`config.mk`:
```
export PLATFORM = sky130hd
export DESIGN_NAME = peripheral_clock_gating
export DESIGN_NICKNAME = d
export VERILOG_FILES = /design/src/hw/clock_gating_pkg.sv /design/src/hw/peripheral_clock_gating.sv
export SDC_FILE = /design/constraint.sdc
export NUM_CORES = 1
export LEC_CHECK = 0
export BUFFER_PORTS_ARGS = -buffer_cell sky130_fd_sc_hd__buf_2
export CORE_ASPECT_RATIO = 0.9
export CORE_MARGIN = 1
export CORE_UTILIZATION = 45
export CTS_CLUSTER_DIAMETER = 120
export DETAILED_ROUTE_END_ITERATION = 6
export PLACE_DENSITY = 0.74
export SYNTH_ARGS = -nofsm -noshare
export SYNTH_HDL_FRONTEND = slang
export SYNTH_SLANG_ARGS = --single-unit
```
`constraint.sdc`:
```
create_clock -name clk -period 1.5 [get_ports clk]
set_clock_uncertainty 0.05 [all_clocks]
set_input_delay 0.15 -clock clk [delete_from_list [all_inputs] [get_ports clk]]
set_output_delay 0.15 -clock clk [all_outputs]
set_load 0.005 [all_outputs]
```
`src/hw/clock_gating_pkg.sv`:
```
// package: register map, field layout, unit indices and bus codes for the peripheral clock gating block
package clock_gating_pkg;

    // bus geometry
    localparam int ADDR_WIDTH = 12;
    localparam int DATA_WIDTH = 32;
    localparam int STRB_WIDTH = DATA_WIDTH / 8;

    // register byte offsets
    localparam logic [ADDR_WIDTH-1:0] RUN_MODE_GATE_CTRL_1_OFFSET   = 12'h104;
    localparam logic [ADDR_WIDTH-1:0] DEEP_SLEEP_GATE_CTRL_0_OFFSET = 12'h120;
    localparam logic [ADDR_WIDTH-1:0] GATE_MODE_CTRL_OFFSET         = 12'h140;
    localparam logic [ADDR_WIDTH-1:0] FAULT_STATUS_OFFSET           = 12'h144;
    localparam logic [ADDR_WIDTH-1:0] FAULT_MASK_OFFSET             = 12'h148;

    // reset values
    localparam logic [DATA_WIDTH-1:0] RUN_MODE_GATE_CTRL_1_RESET   = 32'h0000_0000;
    localparam logic [DATA_WIDTH-1:0] DEEP_SLEEP_GATE_CTRL_0_RESET = 32'h0000_0040;
    localparam logic [DATA_WIDTH-1:0] ZERO_WORD                    = 32'h0000_0000;

    // writable bit masks; every other bit is reserved, read-only zero
    localparam logic [DATA_WIDTH-1:0] RUN_MODE_GATE_CTRL_1_WMASK   = 32'h0000_5037;
    localparam logic [DATA_WIDTH-1:0] DEEP_SLEEP_GATE_CTRL_0_WMASK = 32'h0001_0F48;
    localparam logic [DATA_WIDTH-1:0] GATE_MODE_CTRL_WMASK         = 32'h0000_0001;

    // field positions in deep_sleep_gate_ctrl_0
    localparam int CONVERTER0_CLOCK_GATE_BIT  = 16;
    localparam int RATE_LSB                   = 8;
    localparam int RATE_WIDTH                 = 4;
    localparam int HIBERNATE_CLOCK_GATE_BIT   = 6;
    localparam int WATCHDOG_CLOCK_GATE_BIT    = 3;

    // field positions in run_mode_gate_ctrl_1
    localparam int TWOWIRE_UNIT1_CLOCK_GATE_BIT     = 14;
    localparam int TWOWIRE_UNIT0_CLOCK_GATE_BIT     = 12;
    localparam int SYNC_SERIAL_UNIT1_CLOCK_GATE_BIT = 5;
    localparam int SYNC_SERIAL_UNIT0_CLOCK_GATE_BIT = 4;
    localparam int ASYNC_SERIAL_UNIT2_CLOCK_GATE_BIT = 2;
    localparam int ASYNC_SERIAL_UNIT1_CLOCK_GATE_BIT = 1;
    localparam int ASYNC_SERIAL_UNIT0_CLOCK_GATE_BIT = 0;

    // field position in gate_mode_ctrl
    localparam int AUTO_CLOCK_GATE_SELECT_BIT = 0;

    // unit vector: one bit per gated unit
    localparam int UNIT_COUNT     = 10;
    localparam int UNIT_ASYNC0    = 0;
    localparam int UNIT_ASYNC1    = 1;
    localparam int UNIT_ASYNC2    = 2;
    localparam int UNIT_SYNC0     = 3;
    localparam int UNIT_SYNC1     = 4;
    localparam int UNIT_TWOWIRE0  = 5;
    localparam int UNIT_TWOWIRE1  = 6;
    localparam int UNIT_WATCHDOG  = 7;
    localparam int UNIT_HIBERNATE = 8;
    localparam int UNIT_CONVERTER = 9;
    // units whose unclocked access raises a bus fault (hibernate does not)
    localparam logic [UNIT_COUNT-1:0] FAULTING_UNITS = 10'h2FF;

    // converter sample rate codes
    localparam logic [RATE_WIDTH-1:0] RATE_1M   = 4'h3;
    localparam logic [RATE_WIDTH-1:0] RATE_500K = 4'h2;
    localparam logic [RATE_WIDTH-1:0] RATE_250K = 4'h1;
    localparam logic [RATE_WIDTH-1:0] RATE_125K = 4'h0;

    // bus response codes
    localparam logic [1:0] RESP_OKAY   = 2'h0;
    localparam logic [1:0] RESP_SLVERR = 2'h2;

    // deep-sleep set of units held together
    typedef struct packed {
        logic                  converter0_clock_gate;
        logic [RATE_WIDTH-1:0] converter_max_sample_rate;
        logic                  hibernate_clock_gate;
        logic                  watchdog_clock_gate;
    } deep_sleep_set_type;

endpackage : clock_gating_pkg

```
`src/hw/peripheral_clock_gating.sv`:
```
// module: per-unit clock gating registers, enables and unclocked-access fault detection
//
// Function
// a set gate bit clocks its unit; a clear bit leaves it unclocked
// access to a unit whose clock is off answers with a bus fault
// gate bits come out of reset as zero unless noted otherwise
// deep-sleep set governs in deep-sleep, run set during normal running; converter_max_sample_rate follows bits 11:8 in normal running too
// sleep sets act only when the automatic gating select bit is set; converter_max_sample_rate always follows bits 11:8
// deep-sleep register bit 16 gates converter unit 0, read/write, resets zero
// rate field bits 11:8 selects 1M, 500K, 250K or 125K samples per second
// software must not program a rate above the converter maximum
// deep-sleep register bit 6 gates hibernation unit, no fault on access
// deep-sleep register bit 3 gates watchdog; unclocked watchdog access faults
// reserved bits are read-only zero; software preserves them
// run register 1 bits 14 and 12 gate two-wire units 1 and 0
// bits 5 and 4 gate synchronous serial units 1 and 0; 11:6, 3 reserved
// bits 2, 1, 0 gate asynchronous serial units 2, 1, 0
// deep-sleep register 0 resets to 0x00000040, hibernate gate set
// run register 1 resets to all zeros
// enable changes reach gated clocks glitch-free
//
// The AXI4-Lite register port is this design's own decision.
`timescale 1ns/1ns
module peripheral_clock_gating #(
    parameter int UNITS = clock_gating_pkg::UNIT_COUNT
) (
    input  wire logic                                     clk,
    input  wire logic                                     rst_b,
    // axi4-lite slave
    input  wire logic [clock_gating_pkg::ADDR_WIDTH-1:0]  s_axi_awaddr,
    input  wire logic                                     s_axi_awvalid,
    output logic                                          s_axi_awready,
    input  wire logic [clock_gating_pkg::DATA_WIDTH-1:0]  s_axi_wdata,
    input  wire logic [clock_gating_pkg::STRB_WIDTH-1:0]  s_axi_wstrb,
    input  wire logic                                     s_axi_wvalid,
    output logic                                          s_axi_wready,
    output logic [1:0]                                    s_axi_bresp,
    output logic                                          s_axi_bvalid,
    input  wire logic                                     s_axi_bready,
    input  wire logic [clock_gating_pkg::ADDR_WIDTH-1:0]  s_axi_araddr,
    input  wire logic                                     s_axi_arvalid,
    output logic                                          s_axi_arready,
    output logic [clock_gating_pkg::DATA_WIDTH-1:0]       s_axi_rdata,
    output logic [1:0]                                    s_axi_rresp,
    output logic                                          s_axi_rvalid,
    input  wire logic                                     s_axi_rready,
    // system power state and run-set enables of the units not held here
    input  wire logic                                     deep_sleep_active,
    input  wire logic [2:0]                               run_set0_enables,
    // accesses aimed at each unit, one-cycle pulse per access
    input  wire logic [UNITS-1:0]                         unit_access_req,
    // clock enables for the per-unit gating cells
    output logic [UNITS-1:0]                              unit_clock_en,
    output logic [clock_gating_pkg::RATE_WIDTH-1:0]       converter_max_sample_rate,
    output logic [UNITS-1:0]                              unit_bus_fault,
    output logic                                          irq
);

    // register state
    logic [clock_gating_pkg::DATA_WIDTH-1:0] run_gate_ctrl_1_q;
    logic [clock_gating_pkg::DATA_WIDTH-1:0] deep_sleep_gate_ctrl_0_q;
    logic                                    auto_clock_gate_select_q;
    logic [UNITS-1:0]                        fault_status_q;
    logic [UNITS-1:0]                        fault_mask_q;

    // bus handshake state
    logic                                    awready_q;
    logic                                    wready_q;
    logic                                    bvalid_q;
    logic [1:0]                              bresp_q;
    logic                                    arready_q;
    logic                                    rvalid_q;
    logic [1:0]                              rresp_q;
    logic [clock_gating_pkg::DATA_WIDTH-1:0] rdata_q;
    logic [clock_gating_pkg::ADDR_WIDTH-1:0] waddr_q;
    logic [clock_gating_pkg::DATA_WIDTH-1:0] wdata_q;
    logic [clock_gating_pkg::STRB_WIDTH-1:0] wstrb_q;

    // output flops
    logic [UNITS-1:0]                          unit_clock_en_q;
    logic [clock_gating_pkg::RATE_WIDTH-1:0]   rate_q;
    logic [UNITS-1:0]                          unit_bus_fault_q;
    logic                                      irq_q;

    // combinational helpers
    logic                                      aw_take;
    logic                                      w_take;
    logic                                      ar_take;
    logic                                      write_fire;
    logic                                      write_hit;
    logic [clock_gating_pkg::DATA_WIDTH-1:0]   write_bits;
    logic [clock_gating_pkg::DATA_WIDTH-1:0]   read_word;
    logic                                      read_hit;
    logic [UNITS-1:0]                          unit_clock_en_d;
    logic [UNITS-1:0]                          fault_event;
    logic [UNITS-1:0]                          status_clear;
    clock_gating_pkg::deep_sleep_set_type      ds_set;

    // expand byte strobes into a bit mask
    function automatic logic [clock_gating_pkg::DATA_WIDTH-1:0] strobe_bits(
        input logic [clock_gating_pkg::STRB_WIDTH-1:0] strb
    );
        logic [clock_gating_pkg::DATA_WIDTH-1:0] bits;
        bits = clock_gating_pkg::ZERO_WORD;
        for (int b = 0; b < clock_gating_pkg::STRB_WIDTH; b++) begin
            bits[b*8 +: 8] = {8{strb[b]}};
        end
        return bits;
    endfunction : strobe_bits

    // handshakes; a write fires once address and data are both held
    assign aw_take    = s_axi_awvalid & awready_q;
    assign w_take     = s_axi_wvalid & wready_q;
    assign ar_take    = s_axi_arvalid & arready_q;
    assign write_fire = ~awready_q & ~wready_q & ~bvalid_q;
    assign write_bits = strobe_bits(wstrb_q);

    // address decode of the held write
    always_comb begin
        unique case (waddr_q)
            clock_gating_pkg::RUN_MODE_GATE_CTRL_1_OFFSET,
            clock_gating_pkg::DEEP_SLEEP_GATE_CTRL_0_OFFSET,
            clock_gating_pkg::GATE_MODE_CTRL_OFFSET,
            clock_gating_pkg::FAULT_STATUS_OFFSET,
            clock_gating_pkg::FAULT_MASK_OFFSET: write_hit = 1'b1;
            default:                             write_hit = 1'b0;
        endcase
    end

    // write address channel
    always_ff @(posedge clk) begin
        if (!rst_b) begin
            awready_q <= 1'b1;
            waddr_q   <= '0;
        end else if (aw_take) begin
            awready_q <= 1'b0;
            waddr_q   <= s_axi_awaddr;
        end else if (bvalid_q && s_axi_bready) begin
            awready_q <= 1'b1;
        end
    end

    // write data channel
    always_ff @(posedge clk) begin
        if (!rst_b) begin
            wready_q <= 1'b1;
            wdata_q  <= clock_gating_pkg::ZERO_WORD;
            wstrb_q  <= '0;
        end else if (w_take) begin
            wready_q <= 1'b0;
            wdata_q  <= s_axi_wdata;
            wstrb_q  <= s_axi_wstrb;
        end else if (bvalid_q && s_axi_bready) begin
            wready_q <= 1'b1;
        end
    end

    // write response
    always_ff @(posedge clk) begin
        if (!rst_b) begin
            bvalid_q <= 1'b0;
            bresp_q  <= clock_gating_pkg::RESP_OKAY;
        end else if (write_fire) begin
            bvalid_q <= 1'b1;
            bresp_q  <= write_hit ? clock_gating_pkg::RESP_OKAY : clock_gating_pkg::RESP_SLVERR;
        end else if (s_axi_bready) begin
            bvalid_q <= 1'b0;
        end
    end

    // run-mode gate register 1: serial units, reserved bits stay zero
    always_ff @(posedge clk) begin
        if (!rst_b) begin
            run_gate_ctrl_1_q <= clock_gating_pkg::RUN_MODE_GATE_CTRL_1_RESET; // see
        end else if (write_fire && waddr_q == clock_gating_pkg::RUN_MODE_GATE_CTRL_1_OFFSET) begin
            run_gate_ctrl_1_q <= ((run_gate_ctrl_1_q & ~write_bits) | (wdata_q & write_bits))
                                 & clock_gating_pkg::RUN_MODE_GATE_CTRL_1_WMASK; // see
        end
    end

    // deep-sleep gate register 0: converter, rate field, hibernate, watchdog
    always_ff @(posedge clk) begin
        if (!rst_b) begin
            deep_sleep_gate_ctrl_0_q <= clock_gating_pkg::DEEP_SLEEP_GATE_CTRL_0_RESET;
        end else if (write_fire && waddr_q == clock_gating_pkg::DEEP_SLEEP_GATE_CTRL_0_OFFSET) begin
            deep_sleep_gate_ctrl_0_q <= ((deep_sleep_gate_ctrl_0_q & ~write_bits) | (wdata_q & write_bits))
                                        & clock_gating_pkg::DEEP_SLEEP_GATE_CTRL_0_WMASK;
        end
    end

    // automatic gating select
    always_ff @(posedge clk) begin
        if (!rst_b) begin
            auto_clock_gate_select_q <= 1'b0;
        end else if (write_fire && waddr_q == clock_gating_pkg::GATE_MODE_CTRL_OFFSET
                     && wstrb_q[0]) begin
            auto_clock_gate_select_q <= wdata_q[clock_gating_pkg::AUTO_CLOCK_GATE_SELECT_BIT];
        end
    end

    // fault mask
    always_ff @(posedge clk) begin
        if (!rst_b) begin
            fault_mask_q <= '0;
        end else if (write_fire && waddr_q == clock_gating_pkg::FAULT_MASK_OFFSET) begin
            fault_mask_q <= (fault_mask_q & ~write_bits[UNITS-1:0]) | (wdata_q[UNITS-1:0] & write_bits[UNITS-1:0]);
        end
    end

    // deep-sleep set fields
    assign ds_set.converter0_clock_gate     = deep_sleep_gate_ctrl_0_q[clock_gating_pkg::CONVERTER0_CLOCK_GATE_BIT];
    assign ds_set.converter_max_sample_rate =
        deep_sleep_gate_ctrl_0_q[clock_gating_pkg::RATE_LSB +: clock_gating_pkg::RATE_WIDTH];
    assign ds_set.hibernate_clock_gate      = deep_sleep_gate_ctrl_0_q[clock_gating_pkg::HIBERNATE_CLOCK_GATE_BIT];
    assign ds_set.watchdog_clock_gate       = deep_sleep_gate_ctrl_0_q[clock_gating_pkg::WATCHDOG_CLOCK_GATE_BIT];

    // pick the governing set per unit: deep-sleep set only with auto gating in deep-sleep
    always_comb begin
        unit_clock_en_d = '0;
        unit_clock_en_d[clock_gating_pkg::UNIT_ASYNC0] =
            run_gate_ctrl_1_q[clock_gating_pkg::ASYNC_SERIAL_UNIT0_CLOCK_GATE_BIT];
        unit_clock_en_d[clock_gating_pkg::UNIT_ASYNC1] =
            run_gate_ctrl_1_q[clock_gating_pkg::ASYNC_SERIAL_UNIT1_CLOCK_GATE_BIT];
        unit_clock_en_d[clock_gating_pkg::UNIT_ASYNC2] =
            run_gate_ctrl_1_q[clock_gating_pkg::ASYNC_SERIAL_UNIT2_CLOCK_GATE_BIT];
        unit_clock_en_d[clock_gating_pkg::UNIT_SYNC0] =
            run_gate_ctrl_1_q[clock_gating_pkg::SYNC_SERIAL_UNIT0_CLOCK_GATE_BIT];
        unit_clock_en_d[clock_gating_pkg::UNIT_SYNC1] =
            run_gate_ctrl_1_q[clock_gating_pkg::SYNC_SERIAL_UNIT1_CLOCK_GATE_BIT];
        unit_clock_en_d[clock_gating_pkg::UNIT_TWOWIRE0] =
            run_gate_ctrl_1_q[clock_gating_pkg::TWOWIRE_UNIT0_CLOCK_GATE_BIT];
        unit_clock_en_d[clock_gating_pkg::UNIT_TWOWIRE1] =
            run_gate_ctrl_1_q[clock_gating_pkg::TWOWIRE_UNIT1_CLOCK_GATE_BIT];
        if (auto_clock_gate_select_q && deep_sleep_active) begin // see
            unit_clock_en_d[clock_gating_pkg::UNIT_WATCHDOG]  = ds_set.watchdog_clock_gate;
            unit_clock_en_d[clock_gating_pkg::UNIT_HIBERNATE] = ds_set.hibernate_clock_gate;
            unit_clock_en_d[clock_gating_pkg::UNIT_CONVERTER] = ds_set.converter0_clock_gate;
        end else begin
            unit_clock_en_d[clock_gating_pkg::UNIT_WATCHDOG]  = run_set0_enables[0];
            unit_clock_en_d[clock_gating_pkg::UNIT_HIBERNATE] = run_set0_enables[1];
            unit_clock_en_d[clock_gating_pkg::UNIT_CONVERTER] = run_set0_enables[2];
        end
    end

    // enables change only at a clock edge, so a latch-based gating cell never sees a glitch
    always_ff @(posedge clk) begin
        if (!rst_b) begin
            unit_clock_en_q <= '0;
        end else begin
            unit_clock_en_q <= unit_clock_en_d; // see
        end
    end

    // converter rate, passed as programmed; software keeps it within the converter maximum
    always_ff @(posedge clk) begin
        if (!rst_b) begin
            rate_q <= clock_gating_pkg::RATE_125K;
        end else begin
            rate_q <= ds_set.converter_max_sample_rate; // see
        end
    end

    // fault detection per unit: an access to an unclocked faulting unit
    for (genvar u = 0; u < UNITS; u++) begin : g_fault
        assign fault_event[u]  = unit_access_req[u] & ~unit_clock_en_q[u]
                                 & clock_gating_pkg::FAULTING_UNITS[u]; // see see
        assign status_clear[u] = write_fire && waddr_q == clock_gating_pkg::FAULT_STATUS_OFFSET
                                 && write_bits[u] && wdata_q[u];

        // bus fault answer to the accessing master
        always_ff @(posedge clk) begin
            if (!rst_b) begin
                unit_bus_fault_q[u] <= 1'b0;
            end else begin
                unit_bus_fault_q[u] <= fault_event[u];
            end
        end

        // sticky status, write one to clear, a new fault wins over the clear
        always_ff @(posedge clk) begin
            if (!rst_b) begin
                fault_status_q[u] <= 1'b0;
            end else if (fault_event[u]) begin
                fault_status_q[u] <= 1'b1;
            end else if (status_clear[u]) begin
                fault_status_q[u] <= 1'b0;
            end
        end
    end

    // interrupt level from unmasked status
    always_ff @(posedge clk) begin
        if (!rst_b) begin
            irq_q <= 1'b0;
        end else begin
            irq_q <= |(fault_status_q & fault_mask_q);
        end
    end

    // read mux; unmapped addresses answer slverr with zero data
    always_comb begin
        read_word = clock_gating_pkg::ZERO_WORD;
        read_hit  = 1'b1;
        unique case (s_axi_araddr)
            clock_gating_pkg::RUN_MODE_GATE_CTRL_1_OFFSET:   read_word = run_gate_ctrl_1_q;
            clock_gating_pkg::DEEP_SLEEP_GATE_CTRL_0_OFFSET: read_word = deep_sleep_gate_ctrl_0_q;
            clock_gating_pkg::GATE_MODE_CTRL_OFFSET:
                read_word[clock_gating_pkg::AUTO_CLOCK_GATE_SELECT_BIT] = auto_clock_gate_select_q;
            clock_gating_pkg::FAULT_STATUS_OFFSET:           read_word[UNITS-1:0] = fault_status_q;
            clock_gating_pkg::FAULT_MASK_OFFSET:             read_word[UNITS-1:0] = fault_mask_q;
            default:                                         read_hit = 1'b0;
        endcase
    end

    // read channel: one read in flight
    always_ff @(posedge clk) begin
        if (!rst_b) begin
            arready_q <= 1'b1;
            rvalid_q  <= 1'b0;
            rresp_q   <= clock_gating_pkg::RESP_OKAY;
            rdata_q   <= clock_gating_pkg::ZERO_WORD;
        end else if (ar_take) begin
            arready_q <= 1'b0;
            rvalid_q  <= 1'b1;
            rresp_q   <= read_hit ? clock_gating_pkg::RESP_OKAY : clock_gating_pkg::RESP_SLVERR;
            rdata_q   <= read_word;
        end else if (rvalid_q && s_axi_rready) begin
            arready_q <= 1'b1;
            rvalid_q  <= 1'b0;
        end
    end

    // outputs straight from flops
    assign s_axi_awready             = awready_q;
    assign s_axi_wready              = wready_q;
    assign s_axi_bvalid              = bvalid_q;
    assign s_axi_bresp               = bresp_q;
    assign s_axi_arready             = arready_q;
    assign s_axi_rvalid              = rvalid_q;
    assign s_axi_rresp               = rresp_q;
    assign s_axi_rdata               = rdata_q;
    assign unit_clock_en             = unit_clock_en_q;
    assign converter_max_sample_rate = rate_q;
    assign unit_bus_fault            = unit_bus_fault_q;
    assign irq                       = irq_q;

endmodule : peripheral_clock_gating

```
; Yosys cells after proc, flatten, opt, wreduce, memory -nomap -nowiden
; Index checks and enable logic that the tools add are counted.
[classes]
mul = 0
n_eq_ne = 10
order_cmp = 0
n_div = 0
mux = 35
n_shift = 0
n_reduce_logical = 36
addsub = 0
bitwise_logic = 37
[ops]
columns = cell, n
row1 = == test 12 x 9 -> 1 bit (second input constant), 10
row2 = one-hot mux 9 bit (4 select lines), 1
row3 = AND 17 bit, 2
row4 = AND 10 bit, 3
row5 = 2-to-1 mux 1 bit, 29
row6 = nonzero test 2 bit, 13
row7 = logical AND 1 bit, 20
row8 = NOT 17 bit, 1
row9 = bitwise OR 17 bit, 1
row10 = AND 15 bit, 1
row11 = bitwise OR 15 bit, 1
row12 = AND 1 bit, 14
row13 = one-hot mux 7 bit (2 select lines), 1
row14 = NOT 1 bit, 12
row15 = NOT 10 bit, 1
row16 = bitwise OR 10 bit, 1
row17 = OR reduction 10 bit, 1
row18 = OR reduction 5 bit, 2
row19 = 2-to-1 mux 2 bit, 2
row20 = one-hot mux 1 bit (4 select lines), 1
row21 = 2-to-1 mux 3 bit, 1
[totals]
ramBits = 0
n_memories = 0
latchBits = 0
in_bits = 81
mem_bits_ro = 0
out_inout_bits = 66
word_cells = 154
regBits = 131

; Logic depth before layout (Yosys ltp)
[depth]
word_depth = 8
ltp_mapped = 5

; Least setup slack after synthesis
; OpenSTA, ideal clock, no wires.
[synth_timing]
path_kind = register to register
from = reg waddr_q[9] in the netlist's numbering
to = reg auto_clock_gate_select_q
path_stages_with_launch = 5
t_required_ps = 1331
setup_ps = 119
path_buffers = 0
setup_slack_ps = -149
arrival_ps = 1480
cell_sequence = dfxtp_1 -> nor4_4 -> nand4_4 -> or4b_1 -> mux2i_1
[synth_via]
elab_chain_cells = 3
[synth_rtl]
columns = item, line
row1 = start: declaration, peripheral_clock_gating.sv:75  ; logic [clock_gating_pkg::ADDR_WIDTH-1:0] waddr_q;
row2 = start signal: assignment, peripheral_clock_gating.sv:137  ; waddr_q <= s_axi_awaddr;
row3 = == test 12 x 9 -> 1 bit, peripheral_clock_gating.sv:195  ; end else if (write_fire && waddr_q == clock_gating_pkg::GATE_MODE_CTRL_OFFSET
row4 = logical AND 1 bit, peripheral_clock_gating.sv:195
row5 = logical AND 1 bit, peripheral_clock_gating.sv:196  ; && wstrb_q[0]) begin
row6 = end signal: assignment, peripheral_clock_gating.sv:197  ; auto_clock_gate_select_q <= wdata_q[clock_gating_pkg::AUTO_CLOCK_GATE_SELECT_BIT];
row7 = end: declaration, peripheral_clock_gating.sv:62  ; logic auto_clock_gate_select_q;
; No other way between the ends.
; A chain may end at the register's enable or synchronous reset.

; Final worst setup path
; Same ends and word-level chain as after synthesis.

==> flow_metrics.env <==
export IMPL_start_kind="flop"
export IMPL_core_area_mm2=0.00933
export IMPL_ios=147
export IMPL_setup_worst_path_end_class="flop"
export IMPL_p_seq_frac=0.568
export IMPL_synth_area_mm2=0.00441
export IMPL_cp_arrival_ns=1.87
export IMPL_n_antenna_cell=0
export IMPL_violations="setup timing"
export IMPL_synth_edff_count=0
export IMPL_syn_to_final_growth_pct=35.0
export IMPL_synthMostInstantiatedCell="nand2_1"
export IMPL_rsz0062_at_grt="yes"
export IMPL_cts_tree="yes"
export IMPL_drc=0
export IMPL_die_y_um=95.9
export IMPL_fillers=804
export IMPL_die_area_mm2=0.0102
export IMPL_start_util=0.473
export IMPL_post_route_cells_drive_above_1_share=0.300
export IMPL_ir_drop_mv=0.581
export IMPL_ys_seq_area_frac=0.499
export IMPL_place_gp_congestion=0.805
export IMPL_tightest_slew_ns=0.506
export IMPL_ant_nets=0
export IMPL_slew_violations=0
export IMPL_avgSynthCellArea_um2=8.81
export IMPL_hpwl_um=8190
export IMPL_pwr_share_clk=0.312
export IMPL_cts_sinks=110
export IMPL_wire_per_inst_um=14.3
export IMPL_fin_nets=759
export IMPL_slew_headroom=0.663
export IMPL_finalSetupViolCount=23
export IMPL_synth_main_ff_cell="dfxtp_1"
export IMPL_status="complete, but fails checks"
export IMPL_power_density_mw_per_mm2=918
export IMPL_period_share=1.10
export IMPL_post_route_util=0.638
export IMPL_port_buffer_count=107
export IMPL_seqCellArea_mm2=0.00220
export IMPL_hold_violations=0
export IMPL_synthTopCellsByArea="dfxtp_1 50%, nand2_1 9.9%, a21oi_1 5.9%"
export IMPL_place_inst=749
export IMPL_yosysTopAreaCellShare=0.499
export IMPL_grt_pass1_vias=3991
export IMPL_fin_cells=805
export IMPL_critPathKind="flop to flop"
export IMPL_via_count=4106
export IMPL_pwr_share_comb=0.120
export IMPL_worst_path_max_fanout=3
export IMPL_fin_ws_ns=-0.156
export IMPL_yosys_warnings=0
export IMPL_drtPass1Iterations=5
export IMPL_rows=33
export IMPL_synth_async_reset_ratio=0
export IMPL_synthCells=501
export IMPL_synth_common_cells="116 x nand2_1, 110 x dfxtp_1, 52 x a21oi_1"
export IMPL_worstPathRequired_ns=1.72
export IMPL_ys_ff_latch=110
export IMPL_numCtsBuffers=9
export IMPL_cts_root_buf="clkbuf_8"
export IMPL_totalWireLength_um=11500
export IMPL_cts_htree_levels=3
export IMPL_power_switching_mw=1.47
export IMPL_max_freq_mhz=604
export IMPL_grt_usage=0.235
export IMPL_swShare=0.269
export IMPL_antenna_found_initial=0
export IMPL_drt_vias_per_instance=5.10
export IMPL_first_iter_violations=215
export IMPL_total_leakage_power_nw=2.62
export IMPL_clock_path_buffers=2
export IMPL_grt_overflow=0
export IMPL_holdWs_ns=0.00684
export IMPL_grt_pass1_wl_um=18800
export IMPL_final_setup_tns_ns=-2.00
export IMPL_hold_class="primary input to flop"
export IMPL_clk_latency_ns=0.38
export IMPL_grt_max_degree=52
export IMPL_synth_area_leader_cell="dfxtp_1"
export IMPL_path_clk_slew_ns=0.11
export IMPL_multi_input_area_mm2=0.00209
export IMPL_p_int_mw=4.00
export IMPL_fin_crit_ns=1.66
export IMPL_pre_cts_ws_ns=-0.182
export IMPL_maxCapViolations=0
export IMPL_dieWidth_um=106
export IMPL_yosysUniqueCellTypes=49
[worst max-delay path, cell delays in order (launching register included)]
cell and delay (ns):
dfxtp_2 0.35, nor4_4 0.28, buf_4 0.18, nand4_4 0.07
or4b_4 0.50, mux2i_1 0.13
[power by group through the flow]
stage / clock network [mW] / registers (mW) / logic [mW]
global placement: 0 / 3.17 / 0.542
floorplan: 0 / 3.16 / 0.331
CTS: 1.76 / 3.11 / 0.636
global route: 1.86 / 3.12 / 0.728
detailed placement: 0 / 3.17 / 0.559
finish: 1.71 / 3.11 / 0.655
[worst paths after layout]
path / cells past startpoint / slack, ns / end / start
max: 5 / -0.16 / auto_clock_gate_select_q / waddr_q[9]
min reg2reg: 1 / 0.39 / unit_bus_fault[2] / unit_clock_en[2]
min: 2 / 0.007 / unit_bus_fault[7] / unit_access_req[7]
max reg2reg: 5 / -0.16 / auto_clock_gate_select_q / waddr_q[9]
[cell families (layout without fill, tap and decap cells)]
| family | Yosys count | after routing | synth area share |
|---|---|---|---|
| multiplexers | 21 | 21 | 0.0476 |
| AND/OR/NAND/NOR | 207 | 207 | 0.241 |
| buffers and inverters | 52 | 215 | 0.0618 |
| AO/OA/AOI/OAI | 110 | 110 | 0.150 |
| flip-flops | 110 | 110 | 0.499 |
| other | 1 | 20 | 0.000850 |
[repair_timing]
item	in CTS	in global routing
setup buffers	0	1
gates resized for setup	6	9
pin swaps	2	4
hold endpoints to repair	38	1
endpoints found under the setup margin	32	37
hold buffers	38	1
[cell type report]
| class | instances | share of cell area |
|---|---|---|
| Clock buffer | 9 | 0.0208 |
| Clock inverter | 7 | 0.0116 |
| Inverter | 10 | 0.00630 |
| Multi-Input combinational cell | 358 | 0.351 |
| Sequential cell | 110 | 0.370 |
| Tap cell | 122 | 0.0256 |
| Timing Repair Buffer | 189 | 0.215 |
[cells in the final DEF, fill, tap and decap left out, types with 4 or more instances in the layout]
cell | Yosys | final
nand2_1 | 116 | 115
dfxtp_1 | 110 | 108
buf_2 | 2 | 107
a21oi_1 | 52 | 52
dlygate4sd3_1 | 0 | 39
buf_4 | 20 | 39
mux2i_1 | 21 | 21
o21ai_0 | 22 | 20
conb_1 | 1 | 20
nand3_1 | 19 | 11
nor2_1 | 12 | 10
inv_1 | 10 | 10
nor3b_1 | 10 | 10
and2_1 | 9 | 9
a31o_2 | 9 | 9
clkbuf_8 | 0 | 9
nand3_2 | 0 | 8
nand4_1 | 7 | 7
a22oi_1 | 7 | 7
a22o_1 | 7 | 7
o21ai_1 | 2 | 4
[metal layers]
| layer | part of all wire | GRT usage |
|---|---|---|
| met5 | 0 | 0 |
| met4 | 0.016 | 0.0683 |
| met3 | 0.059 | 0.0589 |
| met2 | 0.48 | 0.412 |
| met1 | 0.44 | 0.287 |
[per-stage QoR]
step	total power, mW	instance area [µm²]
2_1_floorplan	3.49	4540
3_3_place_gp	3.71	5320
3_5_place_dp	3.73	5320
4_1_cts	5.50	5910
5_1_grt	5.71	5960
6_report	5.47	5960
Power figures use the tool's default switching activity.
